$ cat src/verilog/pll_ctl_pkg.sv
// Package: register map, field positions, reset values and timing for the loop control block
// Contract
// - Modulo divider divides VCO clock by multiplier N into feedback clock.
// - Phase compare feedback against reference; correction pulse width and direction follow.
// - Lock detector compares frequencies per window of 16 reference periods, decides mode and lock.
// - Acquisition mode presents tracking flag as cleared.
// - Tracking mode whenever not acquiring or tracking flag set.
// - Automatic select bit 1 lets lock detector switch filter modes.
// - Automatic mode: tracking flag read-only, set within tracking, cleared outside untracking.
// - Automatic mode: settled indicator read-only, set within lock, cleared outside unlock.
// - Automatic mode with enable 1: settled toggle raises interrupt request.
// - Automatic select bit 0: tracking flag writable, selects mode directly.
// - Manual mode disables settled indicator and interrupt requests.
// - Programming register holds N in upper nibble, L in lower nibble.
// - N of zero divides as if one.
// - L of zero disables loop and forces crystal clock source.
// - Range multiplier sets centre frequency L times 4.9152 MHz nominal.
// - Change flag set per settled toggle, reads 0 in manual, clears on control read.
// - Refuse source select while power off; refuse power off while source selected.
package pll_ctl_pkg;
  // ----------------------------------------
  // Register byte addresses
  // ----------------------------------------
  localparam logic [7:0] ADDR_LOOP_CONTROL = 8'h00;
  localparam logic [7:0] ADDR_BANDWIDTH = 8'h04;
  localparam logic [7:0] ADDR_MULT_RANGE = 8'h08;
  // ----------------------------------------
  // Field positions
  // ----------------------------------------
  localparam int CTL_IRQ_EN_BIT = 7;
  localparam int CTL_FLAG_BIT = 6;
  localparam int CTL_PWR_BIT = 5;
  localparam int CTL_SRC_BIT = 4;
  localparam int BW_AUTO_BIT = 7;
  localparam int BW_LOCK_BIT = 6;
  localparam int BW_TRACK_BIT = 5;
  localparam int BW_XLD_BIT = 4;
  // ----------------------------------------
  // Reset values
  // ----------------------------------------
  localparam logic [7:0] CTL_RESET = 8'h2F;
  localparam logic [7:0] CTL_UNUSED_ONES = 8'h0F;
  localparam logic [7:0] BW_RESET = 8'h00;
  localparam logic [7:0] MULT_RANGE_RESET = 8'h66;
  // ----------------------------------------
  // Lock detector tolerances (feedback edges per window, deviation)
  // ----------------------------------------
  localparam int DET_WINDOW_REFS = 16;
  localparam int TOL_LOCK = 1;
  localparam int TOL_UNLOCK = 2;
  localparam int TOL_TRACK = 2;
  localparam int TOL_UNTRACK = 4;
  // Nominal VCO centre in kHz (4.9152 MHz)
  localparam int F_NOM_KHZ = 4915;
  localparam int CORE_CLK_MHZ = 50;
endpackage

$ cat src/verilog/pll_feedback_div.sv
// Modulo divider producing the VCO feedback clock enable
`timescale 1ns/1ps
module pll_feedback_div
  import pll_ctl_pkg::*;
#(
  parameter int DIV_W = 4
) (
  // Clock and reset
  input wire logic core_clk_i,
  input wire logic reset_n_i,
  input wire logic clk_en_i,
  // Control
  input wire logic run_i,
  input wire logic vco_tick_i,
  input wire logic [DIV_W-1:0] mult_i,
  // Feedback
  output logic fb_tick_o
);
  // Only divider widths up to a byte are supported
  if (DIV_W < 1 || DIV_W > 8) begin : g_bad_div_w
    $error("DIV_W out of range");
  end

  logic [DIV_W-1:0] cnt_q;
  logic [DIV_W-1:0] top;

  assign top = (mult_i == '0) ? '0 : DIV_W'(mult_i - 1'b1);

  always_ff @(posedge core_clk_i or negedge reset_n_i) begin
    if (!reset_n_i) begin
      cnt_q <= '0;
      fb_tick_o <= 1'b0;
    end else if (clk_en_i) begin
      fb_tick_o <= 1'b0;
      if (!run_i) begin
        cnt_q <= '0;
      end else if (vco_tick_i) begin
        if (cnt_q >= top) begin
          cnt_q <= '0;
          fb_tick_o <= 1'b1;
        end else begin
          cnt_q <= DIV_W'(cnt_q + 1'b1);
        end
      end
    end
  end
endmodule // pll_feedback_div

$ cat src/verilog/pll_mode_lock_control.sv
// Loop mode, lock detection and register file of the clock generator
`timescale 1ns/1ps
module pll_mode_lock_control
  import pll_ctl_pkg::*;
#(
  parameter int CNT_W = 8
) (
  // Clock and reset
  input wire logic core_clk_i,
  input wire logic reset_n_i,
  input wire logic clk_en_i,
  // APB slave
  input wire logic psel,
  input wire logic penable,
  input wire logic pwrite,
  input wire logic [7:0] paddr,
  input wire logic [31:0] pwdata,
  output logic [31:0] prdata,
  output logic pready,
  output logic pslverr,
  // Clock events, one-cycle strobes
  input wire logic vco_clock_i,
  input wire logic final_reference_clock_i,
  // Loop outputs
  output logic vco_feedback_clock_o,
  output logic pump_up_o,
  output logic pump_down_o,
  output logic tracking_mode_o,
  output logic loop_enable_o,
  output logic base_source_select_o,
  output logic [3:0] vco_range_o,
  output logic irq_o
);
  // ----------------------------------------
  // Parameter check
  // ----------------------------------------
  // Counter must hold a full window count of feedback pulses
  if (CNT_W < $clog2(DET_WINDOW_REFS + 1) || CNT_W > 16) begin : g_bad_cnt_w
    $error("CNT_W out of range");
  end

  // ----------------------------------------
  // Register state
  // ----------------------------------------
  logic settle_change_irq_enable_q;
  logic settle_change_flag_q;
  logic loop_power_on_q;
  logic base_source_select_q;
  logic auto_q;
  logic settled_q;
  logic track_q;
  logic xld_q;
  logic [7:0] multiplier_programming_reg_q;
  logic wr_en;
  logic rd_en;
  logic loop_run;
  logic fb_tick;
  logic settle_toggle;
  logic ctl_wr;
  logic bw_wr;
  logic mult_wr;

  function automatic logic hit(input logic [7:0] a, input logic [7:0] b);
    hit = (a == b);
  endfunction

  // A range field of zero means no usable VCO range
  function automatic logic range_zero(input logic [7:0] prog);
    range_zero = (prog[3:0] == 4'h0);
  endfunction

  // Only the access edge with pready high acts, so a longer access cannot act twice
  assign wr_en = clk_en_i && psel && penable && pready && pwrite;
  assign rd_en = clk_en_i && psel && penable && pready && !pwrite;
  assign ctl_wr = wr_en && hit(paddr, ADDR_LOOP_CONTROL);
  assign bw_wr = wr_en && hit(paddr, ADDR_BANDWIDTH);
  assign mult_wr = wr_en && hit(paddr, ADDR_MULT_RANGE);

  assign loop_run = loop_power_on_q && !range_zero(multiplier_programming_reg_q);

  // ----------------------------------------
  // Feedback divider
  // ----------------------------------------
  pll_feedback_div #(
    .DIV_W(4)
  ) u_div (
    .core_clk_i(core_clk_i),
    .reset_n_i(reset_n_i),
    .clk_en_i(clk_en_i),
    .run_i(loop_run),
    .vco_tick_i(vco_clock_i),
    .mult_i(multiplier_programming_reg_q[7:4]),
    .fb_tick_o(fb_tick)
  );

  // ----------------------------------------
  // Phase detector
  // ----------------------------------------
  // pulse from leading edge until lagging edge
  always_ff @(posedge core_clk_i or negedge reset_n_i) begin
    if (!reset_n_i) begin
      pump_up_o <= 1'b0;
      pump_down_o <= 1'b0;
    end else if (clk_en_i) begin
      if (!loop_run || (fb_tick && final_reference_clock_i)) begin
        pump_up_o <= 1'b0;
        pump_down_o <= 1'b0;
      end else if (final_reference_clock_i) begin
        if (pump_down_o) begin
          pump_down_o <= 1'b0;
        end else begin
          pump_up_o <= 1'b1;
        end
      end else if (fb_tick) begin
        if (pump_up_o) begin
          pump_up_o <= 1'b0;
        end else begin
          pump_down_o <= 1'b1;
        end
      end
    end
  end

  // ----------------------------------------
  // Lock detector
  // ----------------------------------------
  // Window of reference ticks; feedback ticks should match its length
  logic [CNT_W-1:0] ref_cnt_q;
  logic [CNT_W-1:0] fb_cnt_q;
  logic [CNT_W-1:0] dev;
  logic window_end;

  assign window_end = final_reference_clock_i && (ref_cnt_q == CNT_W'(DET_WINDOW_REFS - 1));
  assign dev = (fb_cnt_q > CNT_W'(DET_WINDOW_REFS)) ? CNT_W'(fb_cnt_q - CNT_W'(DET_WINDOW_REFS))
                                                     : CNT_W'(CNT_W'(DET_WINDOW_REFS) - fb_cnt_q);

  always_ff @(posedge core_clk_i or negedge reset_n_i) begin
    if (!reset_n_i) begin
      ref_cnt_q <= '0;
      fb_cnt_q <= '0;
    end else if (clk_en_i) begin
      if (!loop_run) begin
        ref_cnt_q <= '0;
        fb_cnt_q <= '0;
      end else begin
        if (final_reference_clock_i) begin
          ref_cnt_q <= window_end ? '0 : CNT_W'(ref_cnt_q + 1'b1);
        end
        if (window_end) begin
          fb_cnt_q <= CNT_W'(fb_tick);
        // Saturate so a stalled reference cannot wrap the count
        end else if (fb_tick && fb_cnt_q != '1) begin
          fb_cnt_q <= CNT_W'(fb_cnt_q + 1'b1);
        end
      end
    end
  end

  // settled with hysteresis; off in manual
  always_ff @(posedge core_clk_i or negedge reset_n_i) begin
    if (!reset_n_i) begin
      settled_q <= 1'b0;
    end else if (clk_en_i) begin
      if (!auto_q || !loop_run) begin
        settled_q <= 1'b0;
      end else if (window_end) begin
        if (dev <= CNT_W'(TOL_LOCK)) begin
          settled_q <= 1'b1;
        end else if (dev > CNT_W'(TOL_UNLOCK)) begin
          settled_q <= 1'b0;
        end
      end
    end
  end

  // ----------------------------------------
  // Filter mode flag
  // ----------------------------------------
  // hardware drives flag in automatic mode
  always_ff @(posedge core_clk_i or negedge reset_n_i) begin
    if (!reset_n_i) begin
      track_q <= 1'b0;
    end else if (clk_en_i) begin
      if (!auto_q) begin
        if (bw_wr) begin
          track_q <= pwdata[BW_TRACK_BIT];
        end
      end else if (!loop_run) begin
        // Loop off restarts in acquisition
        track_q <= 1'b0;
      end else if (window_end) begin
        if (dev <= CNT_W'(TOL_TRACK)) begin
          track_q <= 1'b1;
        end else if (dev > CNT_W'(TOL_UNTRACK)) begin
          track_q <= 1'b0;
        end
      end
    end
  end

  // ----------------------------------------
  // Control register
  // ----------------------------------------
  logic settled_prev_q;
  logic ctl_read;

  assign settle_toggle = auto_q && (settled_q != settled_prev_q);
  assign ctl_read = rd_en && hit(paddr, ADDR_LOOP_CONTROL);

  always_ff @(posedge core_clk_i or negedge reset_n_i) begin
    if (!reset_n_i) begin
      settled_prev_q <= 1'b0;
    end else if (clk_en_i) begin
      settled_prev_q <= settled_q;
    end
  end

  // toggle sets, control read clears, set wins
  always_ff @(posedge core_clk_i or negedge reset_n_i) begin
    if (!reset_n_i) begin
      settle_change_flag_q <= CTL_RESET[CTL_FLAG_BIT];
    end else if (clk_en_i) begin
      if (!auto_q) begin
        settle_change_flag_q <= 1'b0;
      end else if (settle_toggle) begin
        settle_change_flag_q <= 1'b1;
      end else if (ctl_read) begin
        settle_change_flag_q <= 1'b0;
      end
    end
  end

  always_ff @(posedge core_clk_i or negedge reset_n_i) begin
    if (!reset_n_i) begin
      settle_change_irq_enable_q <= CTL_RESET[CTL_IRQ_EN_BIT];
      loop_power_on_q <= CTL_RESET[CTL_PWR_BIT];
      base_source_select_q <= CTL_RESET[CTL_SRC_BIT];
    end else if (clk_en_i) begin
      if (!auto_q) begin
        settle_change_irq_enable_q <= 1'b0;
      end else if (ctl_wr) begin
        settle_change_irq_enable_q <= pwdata[CTL_IRQ_EN_BIT];
      end
      // Refusals test the state before this write, so one write cannot power up and select
      if (ctl_wr) begin
        // power stays on while source selected
        if (pwdata[CTL_PWR_BIT] || !base_source_select_q) begin
          loop_power_on_q <= pwdata[CTL_PWR_BIT];
        end
        // select needs power already on; and nonzero range
        if (!pwdata[CTL_SRC_BIT] || (loop_power_on_q && !range_zero(multiplier_programming_reg_q))) begin
          base_source_select_q <= pwdata[CTL_SRC_BIT];
        end
      end else if (range_zero(multiplier_programming_reg_q)) begin
        base_source_select_q <= 1'b0;
      end
    end
  end

  // ----------------------------------------
  // Bandwidth and programming registers
  // ----------------------------------------
  always_ff @(posedge core_clk_i or negedge reset_n_i) begin
    if (!reset_n_i) begin
      auto_q <= BW_RESET[BW_AUTO_BIT];
      xld_q <= BW_RESET[BW_XLD_BIT];
      multiplier_programming_reg_q <= MULT_RANGE_RESET;
    end else if (clk_en_i) begin
      if (bw_wr) begin
        auto_q <= pwdata[BW_AUTO_BIT];
        xld_q <= pwdata[BW_XLD_BIT];
      end
      // N upper nibble, L lower nibble
      if (mult_wr) begin
        multiplier_programming_reg_q <= pwdata[7:0];
      end
    end
  end

  // ----------------------------------------
  // APB read path and outputs
  // ----------------------------------------
  logic [7:0] ctl_view;
  logic [7:0] bw_view;
  logic mapped;

  assign ctl_view = CTL_UNUSED_ONES
                  | (8'(settle_change_irq_enable_q) << CTL_IRQ_EN_BIT)
                  | (8'(settle_change_flag_q) << CTL_FLAG_BIT)
                  | (8'(loop_power_on_q) << CTL_PWR_BIT)
                  | (8'(base_source_select_q) << CTL_SRC_BIT);
  assign bw_view = (8'(auto_q) << BW_AUTO_BIT)
                 | (8'(settled_q) << BW_LOCK_BIT)
                 | (8'(track_q) << BW_TRACK_BIT)
                 | (8'(xld_q) << BW_XLD_BIT);
  // Unmapped addresses answer with pslverr; writes there are dropped
  assign mapped = hit(paddr, ADDR_LOOP_CONTROL) || hit(paddr, ADDR_BANDWIDTH) || hit(paddr, ADDR_MULT_RANGE);

  // Zero-wait-state slave: pready in the first penable cycle, right after setup
  always_ff @(posedge core_clk_i or negedge reset_n_i) begin
    if (!reset_n_i) begin
      pready <= 1'b0;
      pslverr <= 1'b0;
      prdata <= 32'h0000_0000;
    end else if (clk_en_i) begin
      pready <= psel && !penable;
      pslverr <= psel && !penable && !mapped;
      if (psel && !penable && !pwrite) begin
        case (paddr)
          ADDR_LOOP_CONTROL: prdata <= {24'h00_0000, ctl_view};
          ADDR_BANDWIDTH: prdata <= {24'h00_0000, bw_view};
          ADDR_MULT_RANGE: prdata <= {24'h00_0000, multiplier_programming_reg_q};
          default: prdata <= 32'h0000_0000;
        endcase
      end
    end
  end

  always_ff @(posedge core_clk_i or negedge reset_n_i) begin
    if (!reset_n_i) begin
      vco_feedback_clock_o <= 1'b0;
      tracking_mode_o <= 1'b0;
      loop_enable_o <= 1'b0;
      base_source_select_o <= 1'b0;
      vco_range_o <= 4'h0;
      irq_o <= 1'b0;
    end else if (clk_en_i) begin
      vco_feedback_clock_o <= fb_tick;
      // acquisition shows cleared flag; tracking otherwise
      tracking_mode_o <= track_q;
      loop_enable_o <= loop_run;
      base_source_select_o <= base_source_select_q;
      vco_range_o <= multiplier_programming_reg_q[3:0];
      irq_o <= auto_q && settle_change_irq_enable_q && settle_change_flag_q;
    end
  end
endmodule // pll_mode_lock_control

$ cat config.mk
export PLATFORM = sky130hd
export DESIGN_NAME = pll_mode_lock_control
export DESIGN_NICKNAME = d
export VERILOG_FILES = /design/src/verilog/pll_ctl_pkg.sv /design/src/verilog/pll_feedback_div.sv /design/src/verilog/pll_mode_lock_control.sv
export SDC_FILE = /design/constraint.sdc
export NUM_CORES = 1
export LEC_CHECK = 0
export BUFFER_PORTS_ARGS = -buffer_cell sky130_fd_sc_hd__buf_2
export CORE_UTILIZATION = 55
export CTS_CLUSTER_DIAMETER = 120
export DETAILED_ROUTE_END_ITERATION = 7
export GPL_TIMING_DRIVEN = 0
export PLACE_DENSITY = 0.92
export SKIP_CTS_REPAIR_TIMING = 1
export SYNTH_ARGS = -nofsm -noshare
export SYNTH_HDL_FRONTEND = slang
export SYNTH_SLANG_ARGS = --single-unit
export TNS_END_PERCENT = 1
$ cat constraint.sdc
create_clock -name core_clk_i -period 3.7 [get_ports core_clk_i]
set_input_delay 0.185 -clock core_clk_i [delete_from_list [all_inputs] [get_ports core_clk_i]]
set_output_delay 0.185 -clock core_clk_i [all_outputs]
set_load 0.03 [all_outputs]
==> run summary <==
status = finished clean
cell area after layout = 0.00418 mm²
crit-path most repeated cell = a221oi_2
Clock transition at path regs = 0.06 ns
Worst path max stage delay = 0.55 ns
gr usage total = 0.244
Worst Hold Depth = 2
Die Ht = 82.8 µm
Nets = 503
CP required = 3.90 ns
ANT cells = 0
Yosys top cell by area = dfrtp_1
total clock sinks = 59
Max clock buf depth = 2
WHS Endpoint = multiplier_programming_reg_q[0]
Mapped Cells = 364
Post-Syn Area per Cell = 9.88 µm²
post-layout min period = 2.58 ns
post-DP HPWL = 5780 µm
synthesized area = 0.00359 mm²
area delta synth->final = 16.3%
CP endpoint kind = flop
maxcap violations = 0
CTS Buf Count = 9
GPL Wtd Cong = 0.864
Synth Register Bits = 59
Max rail drop VDD = 0.237 mV
Skew-Pair Late Insertion Delay = 0.33 ns
top-count cell post-synth = dfrtp_1
initial antenna violation count = 0
fin crit share = 0.697
Synth top area share = 0.376
grt ovf = 0
Netlist cell types = 68
via count = 3032
1st-iter DRT viols = 206
yosys warns = 0
crit path cell chain = inv_1, ha_1, nor3b_2, a311oi_1, or4_1, a221oi_2, a221oi_2
Synth area leaders = dfrtp_1 38%, buf_4 5.0%, ha_1 4.5%
Hold Startpoint = pwdata[0]
first-pass GRT wire length = 13600 µm
Worst EP arrival = 2.78 ns
Fmax = 388 MHz
Detailed Routing Iterations Pass 1 = 5
post-route ant nets = 0
final setup fails = 0
reg2reg end = track_q
CTS tree = done
Root Driver = clkbuf_8
commonest cells in the netlist = 54 x dfrtp_1, 33 x nor2_1, 26 x nand2_1, 24 x buf_4
unrepaired setup endpoints after global routing = false
I/O Buffers = 43
Slew @ Worst Pin = 0.747 ns
flop2flop setup slack = 1.12 ns
R2R depth = 7
Synth Flop Type = dfrtp_1
Top-Level Pins = 93
CP bufs+invs = 1
Lkg Pwr = 2.05 nW
WL per Instance = 14.9 µm
Placed Area = 0.00399 mm²
Setup TNS = 0 ns
full die area = 0.00686 mm²
CP Launch Type = flop
largest net degree at the start of global routing = 60
hold crit path type = in2reg
power per cell area = 321 mW/mm²
Core Box Area = 0.00631 mm²
Max Slew Vio Count = 0
Detailed Route WL = 7810 µm
htree depth = 3
layout cells sized above 1 = 0.258
Worst Path Max Fanout = 9
ys async rst share = 1.00
Critical R2R Launch = fb_cnt_q[0]
Die W = 82.8 µm
via/cell ratio = 5.80
delay-heaviest family, CP = simple AND/OR/NAND/NOR gates
worst rel slew slack = 0.502
row cnt = 29
Fin. Hold Viols = 0
Worst Skew = 0.00941 ns
post-synthesis sequential area ratio = 0.412
Crit-path slowest cell = or4_1
EDFF count, synth = 0
vias in the first global route = 2977
CP Class = reg2reg
Initial Util = 0.569
DRC = 0
## placed cells by master, fill, tap and decap left out, drive strengths merged, types with 4 or more instances in the layout
master,Yosys,routed
xnor2,8,8
ha,13,13
o41ai,5,5
and4,4,4
a21oi,11,11
a22o,4,4
conb,1,24
mux2i,5,5
nor2b,8,8
dfstp,5,5
nor3,7,7
dfrtp,54,54
xor2,5,5
inv,21,21
o21ai,23,23
nand3,8,8
mux2,20,20
buf,30,73
nor2,33,33
a21o,4,4
o22ai,4,4
clkbuf,8,21
nand4,5,5
nand2,26,26
## sequential cells by signal, summed over array words and instances, names as in the netlist, 4 cells and up
register / count
fb_cnt_q: 8
prdata: 8
u_div.cnt_q: 4
ref_cnt_q: 8
vco_range_o: 4
multiplier_programming_reg_q: 8
## kinds of logic after synthesis
family          count (synthesis)  synth area share
compound gates                 80             0.164
xor+xnor                       13            0.0317
fa+ha+maj                      13            0.0452
buf+inv                        59            0.0968
flops                          59             0.412
mux                            25            0.0766
other cells                     1           0.00104
simple gates                  114             0.172
## through the flow
step                      instances  utilization  total power (W)  setup WS [ns]  hold slack [ns]
after floorplan                 387            -         0.000758           1.50           -0.111
after global placement          507        0.632         0.000796           1.33            0.403
after detailed placement        507        0.632         0.000800           1.26            0.411
after CTS                       522        0.660          0.00134           1.21           0.0621
after global routing            523        0.662          0.00139          0.999           0.0630
final                           523        0.662          0.00134           1.12           0.0645
## metal layers
metal | vias up | track usage | share of wire
li1 | 1420 | - | -
met1 | 1463 | 0.308 | 0.42
met2 | 128 | 0.408 | 0.49
met3 | 21 | 0.0517 | 0.065
met4 | 0 | 0.100 | 0.022
met5 | - | 0 | 0
## cell type report
cell class | count | area [µm²]
Fill cell | 470 | 2130
Multi-Input combinational cell | 269 | 1850
Sequential cell | 59 | 1480
Buffer | 38 | 269
Timing Repair Buffer | 44 | 228
Clock buffer | 13 | 139
Tap cell | 77 | 96.3
Inverter | 21 | 78.8
Clock inverter | 2 | 37.5
## where the power goes
group / switching, W / internal (W) / total [W]
clock network: 0.000243 / 0.000309 / 0.000551
registers: 0.00000424 / 0.000651 / 0.000655
logic: 0.0000897 / 0.0000447 / 0.000134
total: 0.000336 / 0.00100 / 0.00134
## how the worst max path moves through the flow
stage	startpoint	to	slack (ns)	cells after the start
2_1_floorplan	fb_cnt_q[0]	track_q	1.50	7
3_3_place_gp	fb_cnt_q[0]	track_q	1.33	7
3_5_place_dp	fb_cnt_q[0]	track_q	1.26	7
4_1_cts	fb_cnt_q[0]	track_q	1.21	7
5_1_grt	fb_cnt_q[0]	track_q	1.0	7
6_report	fb_cnt_q[0]	track_q	1.12	7
## worst reg2reg max path, cell delays in order (launching register included)
cell	delay, ns
dfrtp_1	0.49
inv_1	0.19
ha_1	0.33
nor3b_2	0.30
a311oi_1	0.21
or4_1	0.55
a221oi_2	0.29
a221oi_2	0.10
(Power assumes the default switching activity.)
